**src/hdl/racw_pkg.sv**
```systemverilog
// Package of codes and layouts for the radio acknowledge-wait and immediate command block
package racw_pkg;
  // Foreground operation kinds
  localparam logic [1:0] FG_RX_ACK   = 2'h1;
  localparam logic [1:0] FG_ABORT_BG = 2'h2;
  // Immediate command codes
  localparam logic [2:0] IMM_MOD_CCA  = 3'h1;
  localparam logic [2:0] IMM_MOD_FILT = 3'h2;
  localparam logic [2:0] IMM_MOD_SRC  = 3'h3;
  localparam logic [2:0] IMM_ABORT_FG = 3'h4;
  localparam logic [2:0] IMM_STOP_FG  = 3'h5;
  localparam logic [2:0] IMM_STOP     = 3'h6;
  localparam logic [2:0] IMM_ABORT    = 3'h7;
  // Command status register results
  localparam logic [7:0] RESULT_DONE          = 8'h01;
  localparam logic [7:0] RESULT_WRONG_CONTEXT = 8'h81;
  localparam logic [7:0] RESULT_BAD_PARAMETER = 8'h82;
  localparam logic [7:0] RESULT_ILLEGAL_CMD   = 8'h83;
  // Foreground end status codes (two bytes)
  localparam logic [15:0] STATUS_IDLE               = 16'h0000;
  localparam logic [15:0] STATUS_OK                 = 16'h2400;
  localparam logic [15:0] STATUS_ACK                = 16'h2401;
  localparam logic [15:0] STATUS_ACK_PENDING        = 16'h2402;
  localparam logic [15:0] STATUS_TIMEOUT            = 16'h2403;
  localparam logic [15:0] STATUS_STOPPED            = 16'h2404;
  localparam logic [15:0] STATUS_ABORT              = 16'h2405;
  localparam logic [15:0] STATUS_BACKGROUND_ENDED   = 16'h2406;
  localparam logic [15:0] STATUS_BAD_PARAMETER      = 16'h2800;
  // Operation results
  localparam logic [1:0] RES_FALSE = 2'h0;
  localparam logic [1:0] RES_TRUE  = 2'h1;
  localparam logic [1:0] RES_ABORT = 2'h2;
  // Source-match lists
  localparam int          LONG_ENTRIES  = 4;
  localparam int          SHORT_ENTRIES = 8;
  localparam logic [3:0]  LONG_ENTRIES_N  = 4'h4;
  localparam logic [3:0]  SHORT_ENTRIES_N = 4'h8;
  localparam logic        LIST_LONG     = 1'b0;
  localparam logic        LIST_SHORT    = 1'b1;
  // Field widths and positions
  localparam int          FILT_W       = 16;
  localparam int          AUTO_BIT     = 0;
  localparam int          SLOT_BIT     = 1;
  localparam int          KINDS_W      = 8;
  localparam int          KIND_ACK_BIT = 2;
  localparam logic [7:0]  CCA_OPT_LEGAL_MASK = 8'h7F;
  // Reset values
  localparam logic [7:0]  THRESHOLD_RESET = 8'hA6;
  localparam logic [7:0]  CCA_OPT_RESET   = 8'h00;
  localparam logic [15:0] FILT_RESET      = 16'h0000;
  localparam logic [7:0]  KINDS_RESET     = 8'hFF;
endpackage

```
**src/hdl/racw_core.sv**
```systemverilog
// Command interpreter for acknowledge wait, background abort and immediate commands
`timescale 1ns/1ps
// Notes on behaviour
// - Ack wait holds suspended receiver until start
// - Background receive continues; search expected sequence
// - Queue ack only when accept flag set
// - Good checksum ends; bad continues search
// - Pending bit selects ack pending or received
// - End trigger gives timeout, result false
// - Stop gives stopped; abort gives aborted
// - Background end or bad parameter abort
// - Write status, pulse foreground done interrupt
// - True starts chained command, else idle
// - Background abort waits trigger, then succeeds
// - Generic stop/abort also end background
// - Modify CCA replaces threshold and options
// - Modify CCA needs background, else context error
// - Illegal values give parameter error, else done
// - Filter update applies when filtering restarts
// - Reply enables apply at reception end
// - Filter/source need receive operation, else error
// - List select zero long, one short
// - Enable bit and pending value per entry
// - Missing entry index gives parameter error
// - Foreground abort leaves background running
// - Foreground abort always reports done
// - Foreground stop graceful, always reports done
module racw_core (
  // Clock and reset
  input  wire logic                      sys_clk,
  input  wire logic                      rst,
  // Foreground command start
  input  wire logic                      fg_start,
  input  wire logic [1:0]                fg_kind,
  input  wire logic [7:0]                expected_sequence,
  input  wire logic                      fg_param_bad,
  input  wire logic                      next_command_valid,
  // Triggers (asynchronous)
  input  wire logic                      start_trigger,
  input  wire logic                      stop_trigger,
  // Background state
  input  wire logic                      bg_rx_active,
  input  wire logic                      bg_scan_active,
  input  wire logic                      bg_ended,
  input  wire logic                      tx_suspended,
  // Received frame report
  input  wire logic                      ack_seen,
  input  wire logic [7:0]                ack_sequence,
  input  wire logic                      ack_crc_ok,
  input  wire logic                      ack_pending_bit,
  input  wire logic                      rx_frame_end,
  input  wire logic                      filter_restart,
  // Immediate commands
  input  wire logic                      imm_valid,
  input  wire logic [2:0]                imm_code,
  input  wire logic [7:0]                new_energy_threshold,
  input  wire logic [7:0]                new_check_options,
  input  wire logic [racw_pkg::FILT_W-1:0]  new_filter_options,
  input  wire logic [racw_pkg::KINDS_W-1:0] new_frame_kinds,
  input  wire logic                      entry_list_select,
  input  wire logic [3:0]                entry_index,
  input  wire logic                      entry_enable_bit,
  input  wire logic                      pending_value,
  // Command answers
  output logic [7:0]                     command_status_reg,
  output logic                           command_status_valid,
  output logic [15:0]                    fg_status,
  output logic [1:0]                     fg_result,
  output logic                           foreground_done_irq,
  output logic                           start_next_command,
  output logic                           fg_busy,
  // Background control
  output logic                           bg_rx_hold,
  output logic                           bg_abort,
  output logic                           ack_to_queue,
  // Running configuration
  output logic [7:0]                     channel_energy_threshold,
  output logic [7:0]                     channel_check_options,
  output logic [racw_pkg::FILT_W-1:0]    filter_options,
  output logic [racw_pkg::KINDS_W-1:0]   accepted_frame_kinds,
  output logic                           auto_reply_enable,
  output logic                           slotted_reply_enable,
  output logic [racw_pkg::LONG_ENTRIES-1:0]  long_entry_enable,
  output logic [racw_pkg::LONG_ENTRIES-1:0]  long_entry_pending,
  output logic [racw_pkg::SHORT_ENTRIES-1:0] short_entry_enable,
  output logic [racw_pkg::SHORT_ENTRIES-1:0] short_entry_pending
);
  import racw_pkg::*;

  typedef enum logic [1:0] {RACW_IDLE, RACW_WAIT_START, RACW_ACK_RUN} racw_state_e;

  racw_state_e state;
  racw_state_e next_state;
  logic        ack_kind;
  logic [1:0]  sync_start;
  logic [1:0]  sync_stop;
  logic [15:0] filt_pending;
  logic [7:0]  kinds_pending;
  logic        filt_armed;
  logic        reply_armed;
  logic        auto_pending;
  logic        slot_pending;

  // Triggers come from the timer domain, so they are double sampled
  always_ff @(posedge sys_clk or posedge rst) begin
    if (rst) begin
      sync_start <= 2'h0;
      sync_stop  <= 2'h0;
    end else begin
      sync_start <= {sync_start[0], start_trigger};
      sync_stop  <= {sync_stop[0], stop_trigger};
    end
  end

  wire trig_start = sync_start[1];
  wire trig_stop  = sync_stop[1];

  // Immediate command decode
  wire imm_cca   = imm_valid && (imm_code == IMM_MOD_CCA);
  wire imm_filt  = imm_valid && (imm_code == IMM_MOD_FILT);
  wire imm_src   = imm_valid && (imm_code == IMM_MOD_SRC);
  wire stop_fg   = imm_valid && (imm_code == IMM_STOP_FG);
  wire abort_fg  = imm_valid && (imm_code == IMM_ABORT_FG);
  wire stop_gen  = imm_valid && (imm_code == IMM_STOP);
  wire abort_gen = imm_valid && (imm_code == IMM_ABORT);
  wire any_stop  = stop_fg || stop_gen;
  wire any_abort = abort_fg || abort_gen;
  wire running   = (state != RACW_IDLE);
  wire bg_any    = bg_rx_active || bg_scan_active;
  wire cca_bad   = (new_check_options & ~CCA_OPT_LEGAL_MASK) != 8'h00;
  wire src_bad   = (entry_list_select == LIST_LONG) ? (entry_index >= LONG_ENTRIES_N)
                                                    : (entry_index >= SHORT_ENTRIES_N);
  wire cca_ok    = imm_cca && bg_any && !cca_bad;
  wire filt_ok   = imm_filt && bg_rx_active;
  wire src_ok    = imm_src && bg_rx_active && !src_bad;

  // Command status answer: context, then parameter, then illegal code, then done
  wire [7:0] imm_answer =
    (imm_cca && !bg_any)                       ? RESULT_WRONG_CONTEXT :
    ((imm_filt || imm_src) && !bg_rx_active)   ? RESULT_WRONG_CONTEXT :
    (imm_cca && cca_bad)                       ? RESULT_BAD_PARAMETER :
    (imm_src && src_bad)                       ? RESULT_BAD_PARAMETER :
    (imm_code == 3'h0)                         ? RESULT_ILLEGAL_CMD :
                                                 RESULT_DONE;

  // Acknowledge match: expected sequence and good checksum
  wire ack_match = ack_seen && (ack_sequence == expected_sequence);
  wire ack_good  = ack_match && ack_crc_ok;

  // End cause priority within a running operation
  logic        end_now;
  logic [15:0] end_status;
  logic [1:0]  end_result;
  always_comb begin
    {end_now, end_status, end_result} = {1'b0, STATUS_IDLE, RES_FALSE};
    next_state = state;
    case (state)
      RACW_IDLE: begin
        if (fg_start && fg_param_bad) begin
          {end_now, end_status, end_result} = {1'b1, STATUS_BAD_PARAMETER, RES_ABORT};
        end else if (fg_start && (fg_kind == FG_RX_ACK || fg_kind == FG_ABORT_BG)) begin
          next_state = RACW_WAIT_START;
        end
      end
      RACW_WAIT_START: begin
        if (any_abort) begin
          {end_now, end_status, end_result} = {1'b1, STATUS_ABORT, RES_ABORT};
        end else if (any_stop) begin
          {end_now, end_status, end_result} = {1'b1, STATUS_STOPPED, RES_FALSE};
        end else if (ack_kind && bg_ended) begin
          {end_now, end_status, end_result} = {1'b1, STATUS_BACKGROUND_ENDED, RES_ABORT};
        end else if (trig_start && !ack_kind) begin
          {end_now, end_status, end_result} = {1'b1, STATUS_OK, RES_TRUE};
        end else if (trig_start) begin
          next_state = RACW_ACK_RUN;
        end
      end
      RACW_ACK_RUN: begin
        if (any_abort) begin
          {end_now, end_status, end_result} = {1'b1, STATUS_ABORT, RES_ABORT};
        end else if (any_stop) begin
          {end_now, end_status, end_result} = {1'b1, STATUS_STOPPED, RES_FALSE};
        end else if (bg_ended) begin
          {end_now, end_status, end_result} = {1'b1, STATUS_BACKGROUND_ENDED, RES_ABORT};
        end else if (ack_good) begin
          end_now    = 1'b1;
          end_status = ack_pending_bit ? STATUS_ACK_PENDING : STATUS_ACK;
          end_result = ack_pending_bit ? RES_TRUE : RES_FALSE;
        end else if (trig_stop) begin
          {end_now, end_status, end_result} = {1'b1, STATUS_TIMEOUT, RES_FALSE};
        end
      end
      default: next_state = RACW_IDLE;
    endcase
    if (end_now) begin
      next_state = RACW_IDLE;
    end
  end

  wire end_now_cmd   = any_abort || any_stop;
  wire bg_abort_fire = (state == RACW_WAIT_START) && !ack_kind && trig_start && !end_now_cmd;

  // Foreground sequencer
  always_ff @(posedge sys_clk or posedge rst) begin
    if (rst) begin
      state    <= RACW_IDLE;
      ack_kind <= 1'b0;
    end else begin
      state <= next_state;
      if (fg_start && state == RACW_IDLE) begin
        ack_kind <= (fg_kind == FG_RX_ACK);
      end
    end
  end

  // End report and background control outputs
  always_ff @(posedge sys_clk or posedge rst) begin
    if (rst) begin
      fg_status           <= STATUS_IDLE;
      fg_result           <= RES_FALSE;
      foreground_done_irq <= 1'b0;
      start_next_command  <= 1'b0;
      fg_busy             <= 1'b0;
      bg_rx_hold          <= 1'b0;
      bg_abort            <= 1'b0;
      ack_to_queue        <= 1'b0;
    end else begin
      foreground_done_irq <= end_now;
      start_next_command  <= end_now && (end_result == RES_TRUE) && next_command_valid;
      if (end_now) begin
        fg_status <= end_status;
        fg_result <= end_result;
      end
      fg_busy      <= (next_state != RACW_IDLE);
      // A suspended receiver stays held until the start trigger of an ack wait
      bg_rx_hold   <= (next_state == RACW_WAIT_START) && tx_suspended
                      && ((state == RACW_IDLE) ? (fg_kind == FG_RX_ACK) : ack_kind);
      bg_abort     <= bg_abort_fire || stop_gen || abort_gen;
      ack_to_queue <= ack_seen && accepted_frame_kinds[KIND_ACK_BIT];
    end
  end

  // Command status register
  always_ff @(posedge sys_clk or posedge rst) begin
    if (rst) begin
      command_status_reg   <= 8'h00;
      command_status_valid <= 1'b0;
    end else begin
      command_status_valid <= imm_valid;
      if (imm_valid) begin
        command_status_reg <= imm_answer;
      end
    end
  end

  // CCA settings take effect at once for future evaluations
  always_ff @(posedge sys_clk or posedge rst) begin
    if (rst) begin
      channel_energy_threshold <= THRESHOLD_RESET;
      channel_check_options    <= CCA_OPT_RESET;
    end else if (cca_ok) begin
      channel_energy_threshold <= new_energy_threshold;
      channel_check_options    <= new_check_options;
    end
  end

  // Filter values are staged; the filter restart and reception end commit them
  always_ff @(posedge sys_clk or posedge rst) begin
    if (rst) begin
      filt_pending         <= FILT_RESET;
      kinds_pending        <= KINDS_RESET;
      filt_armed           <= 1'b0;
      reply_armed          <= 1'b0;
      auto_pending         <= 1'b0;
      slot_pending         <= 1'b0;
      filter_options       <= FILT_RESET;
      accepted_frame_kinds <= KINDS_RESET;
      auto_reply_enable    <= 1'b0;
      slotted_reply_enable <= 1'b0;
    end else begin
      if (filt_ok) begin
        filt_pending  <= new_filter_options;
        kinds_pending <= new_frame_kinds;
        auto_pending  <= new_filter_options[AUTO_BIT];
        slot_pending  <= new_filter_options[SLOT_BIT];
      end
      // A new command in the commit cycle re-arms, so it is not lost
      filt_armed  <= filt_ok || (filt_armed && !filter_restart);
      reply_armed <= filt_ok || (reply_armed && !rx_frame_end);
      if (filter_restart && filt_armed) begin
        filter_options       <= filt_pending;
        accepted_frame_kinds <= kinds_pending;
      end
      if (rx_frame_end && reply_armed) begin
        auto_reply_enable    <= auto_pending;
        slotted_reply_enable <= slot_pending;
      end
    end
  end

  // Source-match entries; the host edits addresses only while disabled
  genvar gi;
  generate
    for (gi = 0; gi < SHORT_ENTRIES; gi++) begin : g_short
      wire hit_s = src_ok && (entry_list_select == LIST_SHORT) && (entry_index == 4'(gi));
      always_ff @(posedge sys_clk or posedge rst) begin
        if (rst) begin
          short_entry_enable[gi]  <= 1'b0;
          short_entry_pending[gi] <= 1'b0;
        end else if (hit_s) begin
          short_entry_enable[gi]  <= entry_enable_bit;
          short_entry_pending[gi] <= pending_value;
        end
      end
      if (gi < LONG_ENTRIES) begin : g_long
        wire hit_l = src_ok && (entry_list_select == LIST_LONG) && (entry_index == 4'(gi));
        always_ff @(posedge sys_clk or posedge rst) begin
          if (rst) begin
            long_entry_enable[gi]  <= 1'b0;
            long_entry_pending[gi] <= 1'b0;
          end else if (hit_l) begin
            long_entry_enable[gi]  <= entry_enable_bit;
            long_entry_pending[gi] <= pending_value;
          end
        end
      end
    end
  endgenerate
endmodule

```
**config.mk**
```make
export PLATFORM = sky130hd
export DESIGN_NAME = racw_core
export DESIGN_NICKNAME = d
export VERILOG_FILES = /design/src/hdl/racw_pkg.sv /design/src/hdl/racw_core.sv
export SDC_FILE = /design/constraint.sdc
export NUM_CORES = 1
export LEC_CHECK = 0
export BUFFER_PORTS_ARGS = -buffer_cell sky130_fd_sc_hd__buf_2
export CORE_MARGIN = 2
export CORE_UTILIZATION = 45
export DETAILED_ROUTE_END_ITERATION = 10
export PLACE_DENSITY = 0.79
export REMOVE_ABC_BUFFERS = 1
export SLEW_MARGIN = 20
export SYNTH_ARGS = -nofsm -noshare
export SYNTH_HDL_FRONTEND = slang
export SYNTH_SLANG_ARGS = --single-unit
```
**constraint.sdc**
```tcl
create_clock -name sys_clk -period 4.4 [get_ports sys_clk]
set_input_delay 1.32 -clock sys_clk [delete_from_list [all_inputs] [get_ports sys_clk]]
set_output_delay 1.32 -clock sys_clk [all_outputs]
set_load 0.005 [all_outputs]
```
# Word level (Yosys, flattened, before mapping)

Cells that the tools add are included.

Bitwise operators: 1
Equality and inequality tests: 21
Reductions and logical operators: 71
Muxes and demuxes: 50
Order comparisons: 2

Operators with widths:

| operator           | number |
|---|---|
| $mux 14            | 10 |
| $logic_and 1x1->1  | 49 |
| $pmux 14 s3        | 1 |
| $mux 8             | 5 |
| $mux 2             | 16 |
| $eq 4x3->1 const B | 4 |
| $mux 1             | 15 |
| $eq 3x3->1 const B | 4 |
| $pmux 2 s3         | 2 |
| $logic_or 1x1->1   | 10 |
| $eq 2x1->1 const B | 4 |
| $eq 4x2->1 const B | 2 |
| $eq 8x8->1         | 1 |
| $logic_not 1->1    | 8 |
| $eq 3x2->1 const B | 2 |
| $eq 2x2->1 const B | 2 |
| $eq 4x1->1 const B | 1 |
| $ge 4x3->1 const B | 1 |
| $ge 4x4->1 const B | 1 |
| $logic_not 4->1    | 1 |
| $eq 3x1->1 const B | 1 |
| $logic_not 3->1    | 1 |
| $pmux 1 s3         | 1 |
| $logic_not 2->1    | 1 |
| other kinds (2)    | 2 |

Bits in registers: 134
Bits of input ports: 85
Word-level logic and storage cells: 195

# Depth between registers and ports, before layout

Gate-level depths: netlist (run 1).

Word-level depth: 12
Mapped depth: 9

# Worst setup path before layout (run 1)

OpenSTA, ideal clock, no wires.

Path kind: input -> register
From: input port expected_sequence[4]
To: register fg_status[2]
Path buffers: 1
Arrival time: 2.698 ns
Path slack: 1.574 ns
Stages on the path: 6
Cell sequence: xnor2_1 nand4_1 or4_1 buf_6 nand2_4 mux2_1

Word-level cells in the longest chain between the ends: 8

RTL lines:

| item                   | RTL line         | source |
|---|---|---|
| start: declaration     | racw_core.sv:35  | `input wire logic [7:0] expected_sequence,` |
| $eq 8x8->1             | racw_core.sv:147 | `wire ack_match = ack_seen && (ack_sequence == expected_sequence);` |
| $logic_and 1x1->1      | racw_core.sv:147 |  |
| $logic_and 1x1->1      | racw_core.sv:148 | `wire ack_good = ack_match && ack_crc_ok;` |
| $mux 1                 | racw_core.sv:185 | `end else if (ack_good) begin` |
| $mux 1                 | racw_core.sv:183 | `end else if (bg_ended) begin` |
| $mux 1                 | racw_core.sv:181 | `end else if (any_stop) begin` |
| $mux 1                 | racw_core.sv:179 | `if (any_abort) begin` |
| $pmux 1 s3             | racw_core.sv:157 | `case (state)` |
| net end_now            | racw_core.sv:151 | `logic end_now;` |
| end signal: assignment | racw_core.sv:231 | `fg_status <= end_status;` |
| end: declaration       | racw_core.sv:67  | `output logic [15:0] fg_status,` |

The timed path passes the listed nets, and every way through them passes these cells.
A chain may end at the register's enable or synchronous reset.

# Worst setup path in the final report (run 1)

From: input port imm_code[0]
To: register channel_energy_threshold[3]

Word-level cells in the longest chain between the ends: 4

RTL lines:

| item                            | RTL line         | source |
|---|---|---|
| start: declaration              | racw_core.sv:55  | `input wire logic [2:0] imm_code,` |
| $eq 3x1->1                      | racw_core.sv:119 | `wire imm_cca = imm_valid && (imm_code == IMM_MOD_CCA);` |
| $logic_and 1x1->1               | racw_core.sv:119 |  |
| $logic_and 1x1->1 (2 in series) | racw_core.sv:133 | `wire cca_ok = imm_cca && bg_any && !cca_bad;` |
| end signal: assignment          | racw_core.sv:262 | `channel_energy_threshold <= new_energy_threshold;` |
| end: declaration                | racw_core.sv:77  | `output logic [7:0] channel_energy_threshold,` |

No other way between the ends.

==> metrics.txt, run 1 <==
status=complete, no violations; vias after detailed routing=3600; EDFF count, synth=0; count of input and output buffers=168; most frequent cells in the layout=168 x buf_2, 97 x dfrtp_1, 90 x mux2_2; Detail Route Antenna Nets=0; f_max=~360 MHz; worst-margin pin slew=1.04 ns; clock power share=36.3%; Setup crit start=imm_code[0]; Crit path max-delay family=simple AND/OR/NAND/NOR gates; power per cell area=about 530 mW/mm²; row cnt=38; asr flop ratio synth=between 90% and 100%; Pins Over Slew Limit=0; core footprint=~0.011 mm²; final wirelength=11000 µm; Crit. path cell count=4; Detailed Place HPWL=roughly 8100 µm; Num CTS Buffers=17; initial antenna violation count=1; Placed Instances=between 600 and 700; Worst path max stage delay=around 0.9 ns; Worst-path clk slew=0.06 ns; layout cells sized above 1=57.0%; Worst Path Arrival=around 3.1 ns; 1st-iter DRT viols=roughly 140; placed instance area=roughly 0.006 mm²; post-CTS setup buffer count=0; gpl congestion=approximately 0.84; maximum vdd drop=roughly 0.00035 V; largest fanout on the critical path=16; worst-skew pair later-pin latency=0.40 ns; final hold vios=0; Sequential Power Share=between 40% and 50%; Final TNS setup=0 ns; static leakage=3.30 nW; most common cell after layout, fill and taps aside=buf_2; Die Span X=about 110 µm; Inserted Diodes=0; Syn Inst Count=378; Die Ht=roughly 110 µm; CP endpoint=channel_energy_threshold[3]; Comb power frac=between 20% and 30%; drt pass-1 iters=4; normalized max-slew margin=29.8%; register area=0.00295 mm²; synthesized cell area=a little over 0.005 mm²; Worst Path Buf+Inv=1; main flop type after synthesis=dfrtp_1; Synth-to-Final Area Change=28.9%; Vias/cell=~5; Regs by FF count=filt_pending x16, filter_options x16; drc violations=0; largest cells by area after synthesis=dfrtp_1 48%, mux2_2 20%, dfstp_2 10%; Hold Path Class=reg -> reg; register area share after synthesis=around three fifths; WL/cell=between 15 and 20 µm; Synth warnings=0; H-tree levels=4; worst path required time=around 4.7 ns; max_cap viols=0; CTS resizes=0; Worst R2R End=fg_status[2]; # IOs=around 180; largest net degree at the start of global routing=66; root buf cell=clkbuf_16; fin crit period=~2.8 ns; worst setup path class=in -> reg; Die Area=approximately 0.012 mm²; layout net count=approximately 640; GRT overflow=0; post-synth top area cell=dfrtp_1; CTS Hold Bufs=0; # fillers=906; crit start category=input port; RSZ-0062 raised after global routing=no; P_sw=between 0.9 and 1 mW; Sw Share=between 20 and 30%; initial core utilization=46.5%; Total Routing Usage GR=a little under a fifth; crit-path cells=buf_2 > nand3b_1 > nor4_4 > mux2_2; final hold slack=around 0.35 ns; R2R setup slack=about 1.9 ns; number of global-route vias before repair=between 3000 and 4000; Cell variety after synth=55; Final Non-Filler Cells=between 700 and 800; footprint of the multi-input gates=between 0.0015 and 0.002 mm²; worst r2r src=state[0]; Seq cells post-synth=117; Setup crit end kind=flop; Tcrit/Tclk final=between 60% and 70%; cells on worst reg2reg path=7; Post-Syn Area per Cell=13.5 µm²; first-pass GRT wire length=~18000 µm; Clock Skews=approximately 0.0064 ns; P_int=roughly 2.5 mW; Slowest cell on crit path=nor4_4; Pwr Total=3.46 mW; final setup vio count=0; design area=0.00656 mm²; worst-case clock buffer depth=2; clk sinks=117; post-synth top area share=47.7%; CTS tree=built
==> worst reg2reg max path, stage by stage, from the launching register on <==
cell and delay, ns:
dfrtp_1 0.42, inv_1 0.12, ha_1 0.36, inv_1 0.14
or2_1 0.25, or4_1 0.58, nand2_4 0.20, mux2_1 0.33
==> synth_stat cells, types with 2 or more instances <==
library cell and instances:
buf_6 2, dfstp_2 20, o22ai_1 3, nor2_1 6, and2_1 4, buf_2 6, a21oi_1 7, a31oi_1 3
nor3_1 5, mux2_1 2, clkbuf_1 3, a2bb2oi_1 3, nand2b_1 2, buf_4 15, nor3b_1 2, dfrtp_1 97
a211oi_1 2, mux2_2 90, nand3_1 8, or3b_2 2, nor2b_1 4, nand4_1 4, nand4b_1 2, o31ai_1 3
o22a_1 2, or4_1 2, xnor2_1 8, ha_1 5, nand2_1 17, inv_1 16, a32oi_1 2, o21a_1 2
o21ai_0 7
==> cell type report <==
type	instances	share of cell area, %
flip-flops and latches	117	45.0
multi-input cells	232	29.8
repair buffers	170	13.2
clock buffers	17	6.48
well taps	140	2.67
clock inverters	15	1.87
inverters	16	0.954
==> stage by stage <==
stage / utilization, % / worst slack (ns)
after floorplan: - / 0.0123
after global placement: 55.0 / 1.29
after detailed placement: 55.0 / 1.20
after CTS: 60.0 / 1.61
after global routing: 60.0 / 1.48
final: 60.0 / 1.62
==> per-layer routing <==
metal / track usage, % / part of all wire (%) / vias up
met5: 0 / 0.12 / -
met4: 6.43 / 1.5 / 2
met3: 8.52 / 8.1 / 17
met2: 30.5 / 50 / 134
met1: 22.7 / 40 / 1775
li1: - / - / 1672
==> power groups by stage <==
stage | combinational [mW] | clock (mW) | sequential (mW)
floorplan | 0.423 | 0 | 1.47
global placement | 0.726 | 0 | 1.46
detailed placement | 0.751 | 0 | 1.48
CTS | 0.754 | 1.29 | 1.46
global route | 0.829 | 1.34 | 1.49
finish | 0.744 | 1.26 | 1.46
==> cells by family (layout without fill, tap and decap cells) <==
family | Yosys count | after routing | synth area share (%)
buf+inv | 43 | 218 | 4.72
fa+ha+maj | 5 | 5 | 1.23
mux | 93 | 93 | 20.6
xor+xnor | 9 | 9 | 1.55
compound gates | 41 | 41 | 5.58
flops | 117 | 117 | 58.0
other cells | 1 | 15 | 0.0737
simple gates | 69 | 69 | 8.26
==> how the worst min path moves through the flow <==
| stage | from | depth (start not counted) | slack [ns] | to |
|---|---|---|---|---|
| floorplan | sync_start[0] | 0 | 0.33 | sync_start[1] |
| global placement | sync_stop[0] | 0 | 0.34 | sync_stop[1] |
| detailed placement | sync_stop[0] | 0 | 0.34 | sync_stop[1] |
| CTS | sync_stop[0] | 0 | 0.35 | sync_stop[1] |
| global route | sync_stop[0] | 0 | 0.36 | sync_stop[1] |
| finish | sync_stop[0] | 0 | 0.35 | sync_stop[1] |
Note: power is estimated with default switching activity, not from simulation.
==> run 2, diff against run 1 <==
Settings changed: CORE_UTILIZATION 45 to 50, PLACE_DENSITY 0.79 to 0.83.
Clock period 4.4 ns to 2.7 ns, I/O delays scaled along.
==> run 2 against run 1 <==
Compared with the run above:
- combinational power rose by 68%
- largest power group is now the clock network
- total power is 78% higher
- utilization up 8.6 points
- die area down 9.7%
- global-route usage is 2.9 points higher
- sequential power grew 64%
- wire length is 3.3% higher
- first-iteration DRC count shrank 16%
- worst hold slack worse by 0.058 ns
- clock-buffer cell count stayed put
==> metrics.txt, run 2 (synthesis results as in run 1) <==
placed instance area=0.00607 mm²; largest net degree at the start of global routing=just over 70; Setup crit end kind=flop; final setup vio count=0; Worst path max stage delay=around 0.58 ns; crit-path cells=inv_1 > ha_1 > inv_1 > or2_1 > or4_1 > nand2_4 > mux2_1; Die Span X=between 100 and 150 µm; worst-margin pin slew=0.514 ns; # IOs=184; Pins Over Slew Limit=0; largest fanout on the critical path=11; R2R setup slack=between 0.2 and 0.25 ns; layout cells sized above 1=between 50% and 60%; H-tree levels=4; Regs by FF count=filt_pending x16, filter_options x16; Worst R2R End=fg_status[2]; gpl congestion=approximately 0.94; Detail Route Antenna Nets=0; first-pass GRT wire length=between 15000 and 20000 µm; Total Routing Usage GR=21.9%; Inserted Diodes=0; fin crit period=around 2.5 ns; Die Ht=approximately 100 µm; Synth-to-Final Area Change=32.3%; worst-skew pair later-pin latency=approximately 0.52 ns; drt pass-1 iters=5; Detailed Place HPWL=just over 8000 µm; clk sinks=117; drc violations=0; maximum vdd drop=0.000545 V; RSZ-0062 raised after global routing=no; WL/cell=approximately 16 µm; Clock Skews=roughly 0.014 ns; Tcrit/Tclk final=between 90% and 100%; CTS resizes=0; initial antenna violation count=0; post-CTS setup buffer count=0; Hold Path Class=in -> async; Die Area=0.0110 mm²; max_cap viols=0; core footprint=between 0.009 and 0.01 mm²; worst slack at placement=0.120 ns; status=complete, no violations; worst path required time=slightly above 3 ns; final hold slack=just under 0.3 ns; CTS tree=built; normalized max-slew margin=approximately two thirds; static leakage=roughly 3.4 nW; initial core utilization=approximately half; GRT overflow=0; crit start category=flop; most common cell after layout, fill and taps aside=buf_2; cells on worst reg2reg path=7; vias after detailed routing=between 3000 and 4000; worst-case clock buffer depth=2; number of global-route vias before repair=between 3000 and 4000; 1st-iter DRT viols=approximately 120; design area=roughly 0.0067 mm²; worst setup path class=reg -> reg; slack of the critical path=0.221 ns; final wirelength=11400 µm; Worst path most repeated cell=inv_1; worst r2r src=state[0]; power per cell area=a little over 900 mW/mm²; layout net count=651; final hold vios=0; Worst-path clk slew=roughly 0.060 ns; CTS Hold Bufs=0; Worst Path Arrival=2.87 ns; row cnt=36; f_max=approximately 400 MHz; Num CTS Buffers=17; root buf cell=clkbuf_8; # fillers=between 700 and 800; count of input and output buffers=168; Slowest cell on crit path=or4_1; most frequent cells in the layout=168 x buf_2, 97 x dfrtp_1, 90 x mux2_2; Vias/cell=about 5.2; Pwr Total=between 6 and 7 mW
-- run 2: changes by cell type in the layout (fill, tap and decap cells not counted) --
cell,change
buf_12,+1
buf_4,+6
bufinv_16,+6
clkbuf_16,-1
clkbuf_8,+1
clkinv_2,-1
clkinv_4,+2
clkinvlp_4,-1
inv_6,-5
inv_8,-1
nand2_1,+1
nand2_2,-1
-- run 2: layout make-up --
type | count | area [µm²] | share of cell area, %
sequential | 117 | 2950 | 43.9
multi-input combinational | 232 | 1950 | 29.0
timing repair buffer | 177 | 933 | 13.9
clock buffer | 17 | 414 | 6.15
clock inverter | 15 | 253 | 3.75
tap | 133 | 166 | 2.47
inverter | 16 | 62.6 | 0.929
-- run 2: layer usage --
metal  share of wire [%]  vias to the layer above  routed length (µm)  track usage [%]
li1                    -                     1693                   -                -
met1                  40                     1796                4560             25.5
met2                  50                      141                5720             35.9
met3                 8.2                       21                 934             9.23
met4                 1.5                        0                 167             8.19
met5                   0                        -                   0                0
-- run 2: worst max-delay path, delay by kind of cell (launching register included) --
family	cells	cell delay, ns
flops	1	0.42
fa+ha+maj	1	0.37
mux	1	0.32
simple gates	3	0.97
buf+inv	2	0.27
-- run 2: power by group --
part           total, mW  switching [mW]  internal (mW)
Combinational       1.25           0.588          0.659
Sequential          2.39           0.206           2.19
Clock               2.51           0.820           1.69
-- run 2: worst max path at each step --
stage                               from                  to  slack, ns
floorplan                            rst            ack_kind      -1.18
global placement    expected_sequence[5]        fg_status[2]       0.20
detailed placement  expected_sequence[4]  start_next_command       0.12
CTS                             state[0]        fg_status[2]       0.25
global route                    state[0]  start_next_command       0.08
finish                          state[0]        fg_status[2]       0.22
-- run 2: through the flow --
step	setup TNS, ns	instances	util [%]
after floorplan	-121.44	365	-
after global placement	0	675	61.8
after detailed placement	0	675	61.8
after CTS	0	707	68.6
after global routing	0	707	68.6
final	0	707	68.6
==> run 3, diff against run 2 <==
Settings changed: CORE_UTILIZATION 50 to 53, GPL_ROUTABILITY_DRIVEN set to 0, PLACE_DENSITY 0.83 to 0.88.
Clock period 2.7 ns to 2.9 ns, I/O delays scaled along.
==> run 3 against run 2 <==
Compared with the run above:
- sequential cell count is the same
- critical path depth unchanged
- sequential share of layout area is 0.39 points higher
- utilization rose by 3.3 points
- critical endpoint unchanged
==> metrics.txt, run 3 (synthesis results as in run 1) <==
final wirelength=11200 µm; most common cell after layout, fill and taps aside=buf_2; layout net count=between 600 and 700; Synth-to-Final Area Change=31.1%; Setup crit start=state[0]; root buf cell=clkbuf_8; initial antenna violation count=0; slack of the critical path=around 0.36 ns; largest fanout on the critical path=11; drt pass-1 iters=4; H-tree levels=4; drc violations=0; Detail Route Antenna Nets=0; f_max=roughly 400 MHz; Detailed Place HPWL=8200 µm; power per cell area=845 mW/mm²; Tcrit/Tclk final=approximately 88%; fin crit period=roughly 2.5 ns; Hold Path Class=reg -> reg; Die Area=around 0.010 mm²; P_int=4.17 mW; CTS Hold Bufs=0; Sequential Power Share=around two fifths; final setup vio count=0; Worst path most repeated cell=inv_1; Worst-path clk slew=0.06 ns; final hold slack=~0.35 ns; most frequent cells in the layout=168 x buf_2, 97 x dfrtp_1, 90 x mux2_2; # IOs=about 180; Setup crit end kind=flop; count of input and output buffers=168; static leakage=around 3.4 nW; GRT overflow=0; WL/cell=~16 µm; Regs by FF count=filt_pending x16, filter_options x16; cells on worst reg2reg path=7; Die Ht=~100 µm; max_cap viols=0; P_sw=roughly 1.5 mW; Worst path max stage delay=a little under 0.6 ns; Comb power frac=just over 20%; 1st-iter DRT viols=129; Pins Over Slew Limit=0; worst-case clock buffer depth=2; post-CTS setup buffer count=0; Total Routing Usage GR=between 20 and 25%; number of global-route vias before repair=around 3800; worst r2r src=state[0]; final hold vios=0; Die Span X=102 µm; CTS resizes=0; Worst Path Buf+Inv=2; layout cells sized above 1=56.7%; clock power share=40.2%; placed instance area=approximately 0.0060 mm²; crit start category=flop; design area=between 0.006 and 0.007 mm²; worst slack at placement=0.220 ns; Worst Path Arrival=about 2.9 ns; row cnt=35; worst setup path class=reg -> reg; maximum vdd drop=0.000486 V; clk sinks=117; CP endpoint=fg_status[2]; Crit path max-delay family=simple AND/OR/NAND/NOR gates; initial core utilization=between 50% and 60%; Inserted Diodes=0; Num CTS Buffers=17; CTS tree=built; Vias/cell=approximately 5.2; crit-path cells=inv_1 > ha_1 > inv_1 > or2_1 > or4_1 > nand2_4 > mux2_1; R2R setup slack=~0.36 ns; first-pass GRT wire length=between 15000 and 20000 µm; status=complete, no violations; worst path required time=~3.3 ns; Worst R2R End=fg_status[2]; Crit. path cell count=7; core footprint=about 0.0093 mm²; Clock Skews=0.00916 ns; RSZ-0062 raised after global routing=no; vias after detailed routing=around 3600; Sw Share=between 20 and 30%; largest net degree at the start of global routing=56; WHS Path Cells=0; Slowest cell on crit path=or4_1; worst-skew pair later-pin latency=around 0.5 ns
==> run 3: cell types whose count changed in the layout (fill, tap and decap cells not counted) <==
cell	before	now
buf_12	2	1
bufinv_16	6	5
clkbuf_1	0	2
clkbuf_8	1	3
clkinv_4	5	3
buf_4	7	5
clkinvlp_4	2	1
==> run 3: layout make-up <==
class,count,area [µm²]
Multi-Input combinational cell,232,1950
Clock buffer,21,449
Inverter,16,62.6
Fill cell,639,2610
Sequential cell,117,2950
Clock inverter,11,198
Timing Repair Buffer,174,898
Tap cell,129,161
==> run 3: stage by stage <==
stage | TNS, ns | total power, mW | util, % | instances
floorplan | -105.06 | 2.88 | - | 365
global placement | 0 | 3.31 | 64.9 | 668
detailed placement | 0 | 3.39 | 64.9 | 668
CTS | 0 | 5.69 | 71.9 | 700
global route | 0 | 5.90 | 71.9 | 700
finish | 0 | 5.64 | 71.9 | 700
==> run 3: power groups by stage <==
stage	clock (mW)	sequential, mW	combinational [mW]
after CTS	2.31	2.22	1.16
after global routing	2.37	2.26	1.27
after floorplan	0	2.24	0.642
after detailed placement	0	2.24	1.15
final	2.27	2.22	1.15
after global placement	0	2.22	1.10
==> run 3: layer usage <==
metal	global-route usage [%]	routed length [µm]	vias to the layer above
met4	7.28	136	0
met2	37.3	5810	151
met5	0	0	-
li1	-	-	1677
met1	25.5	4360	1792
met3	8.34	930	15
==> run 3: how the worst min path moves through the flow <==
stage	startpoint	to	slack, ns
after CTS	sync_start[0]	sync_start[1]	0.35
after floorplan	sync_start[0]	sync_start[1]	0.33
after global placement	sync_stop[0]	sync_stop[1]	0.33
final	sync_start[0]	sync_start[1]	0.35
after detailed placement	sync_start[0]	sync_start[1]	0.34
after global routing	sync_start[0]	sync_start[1]	0.36
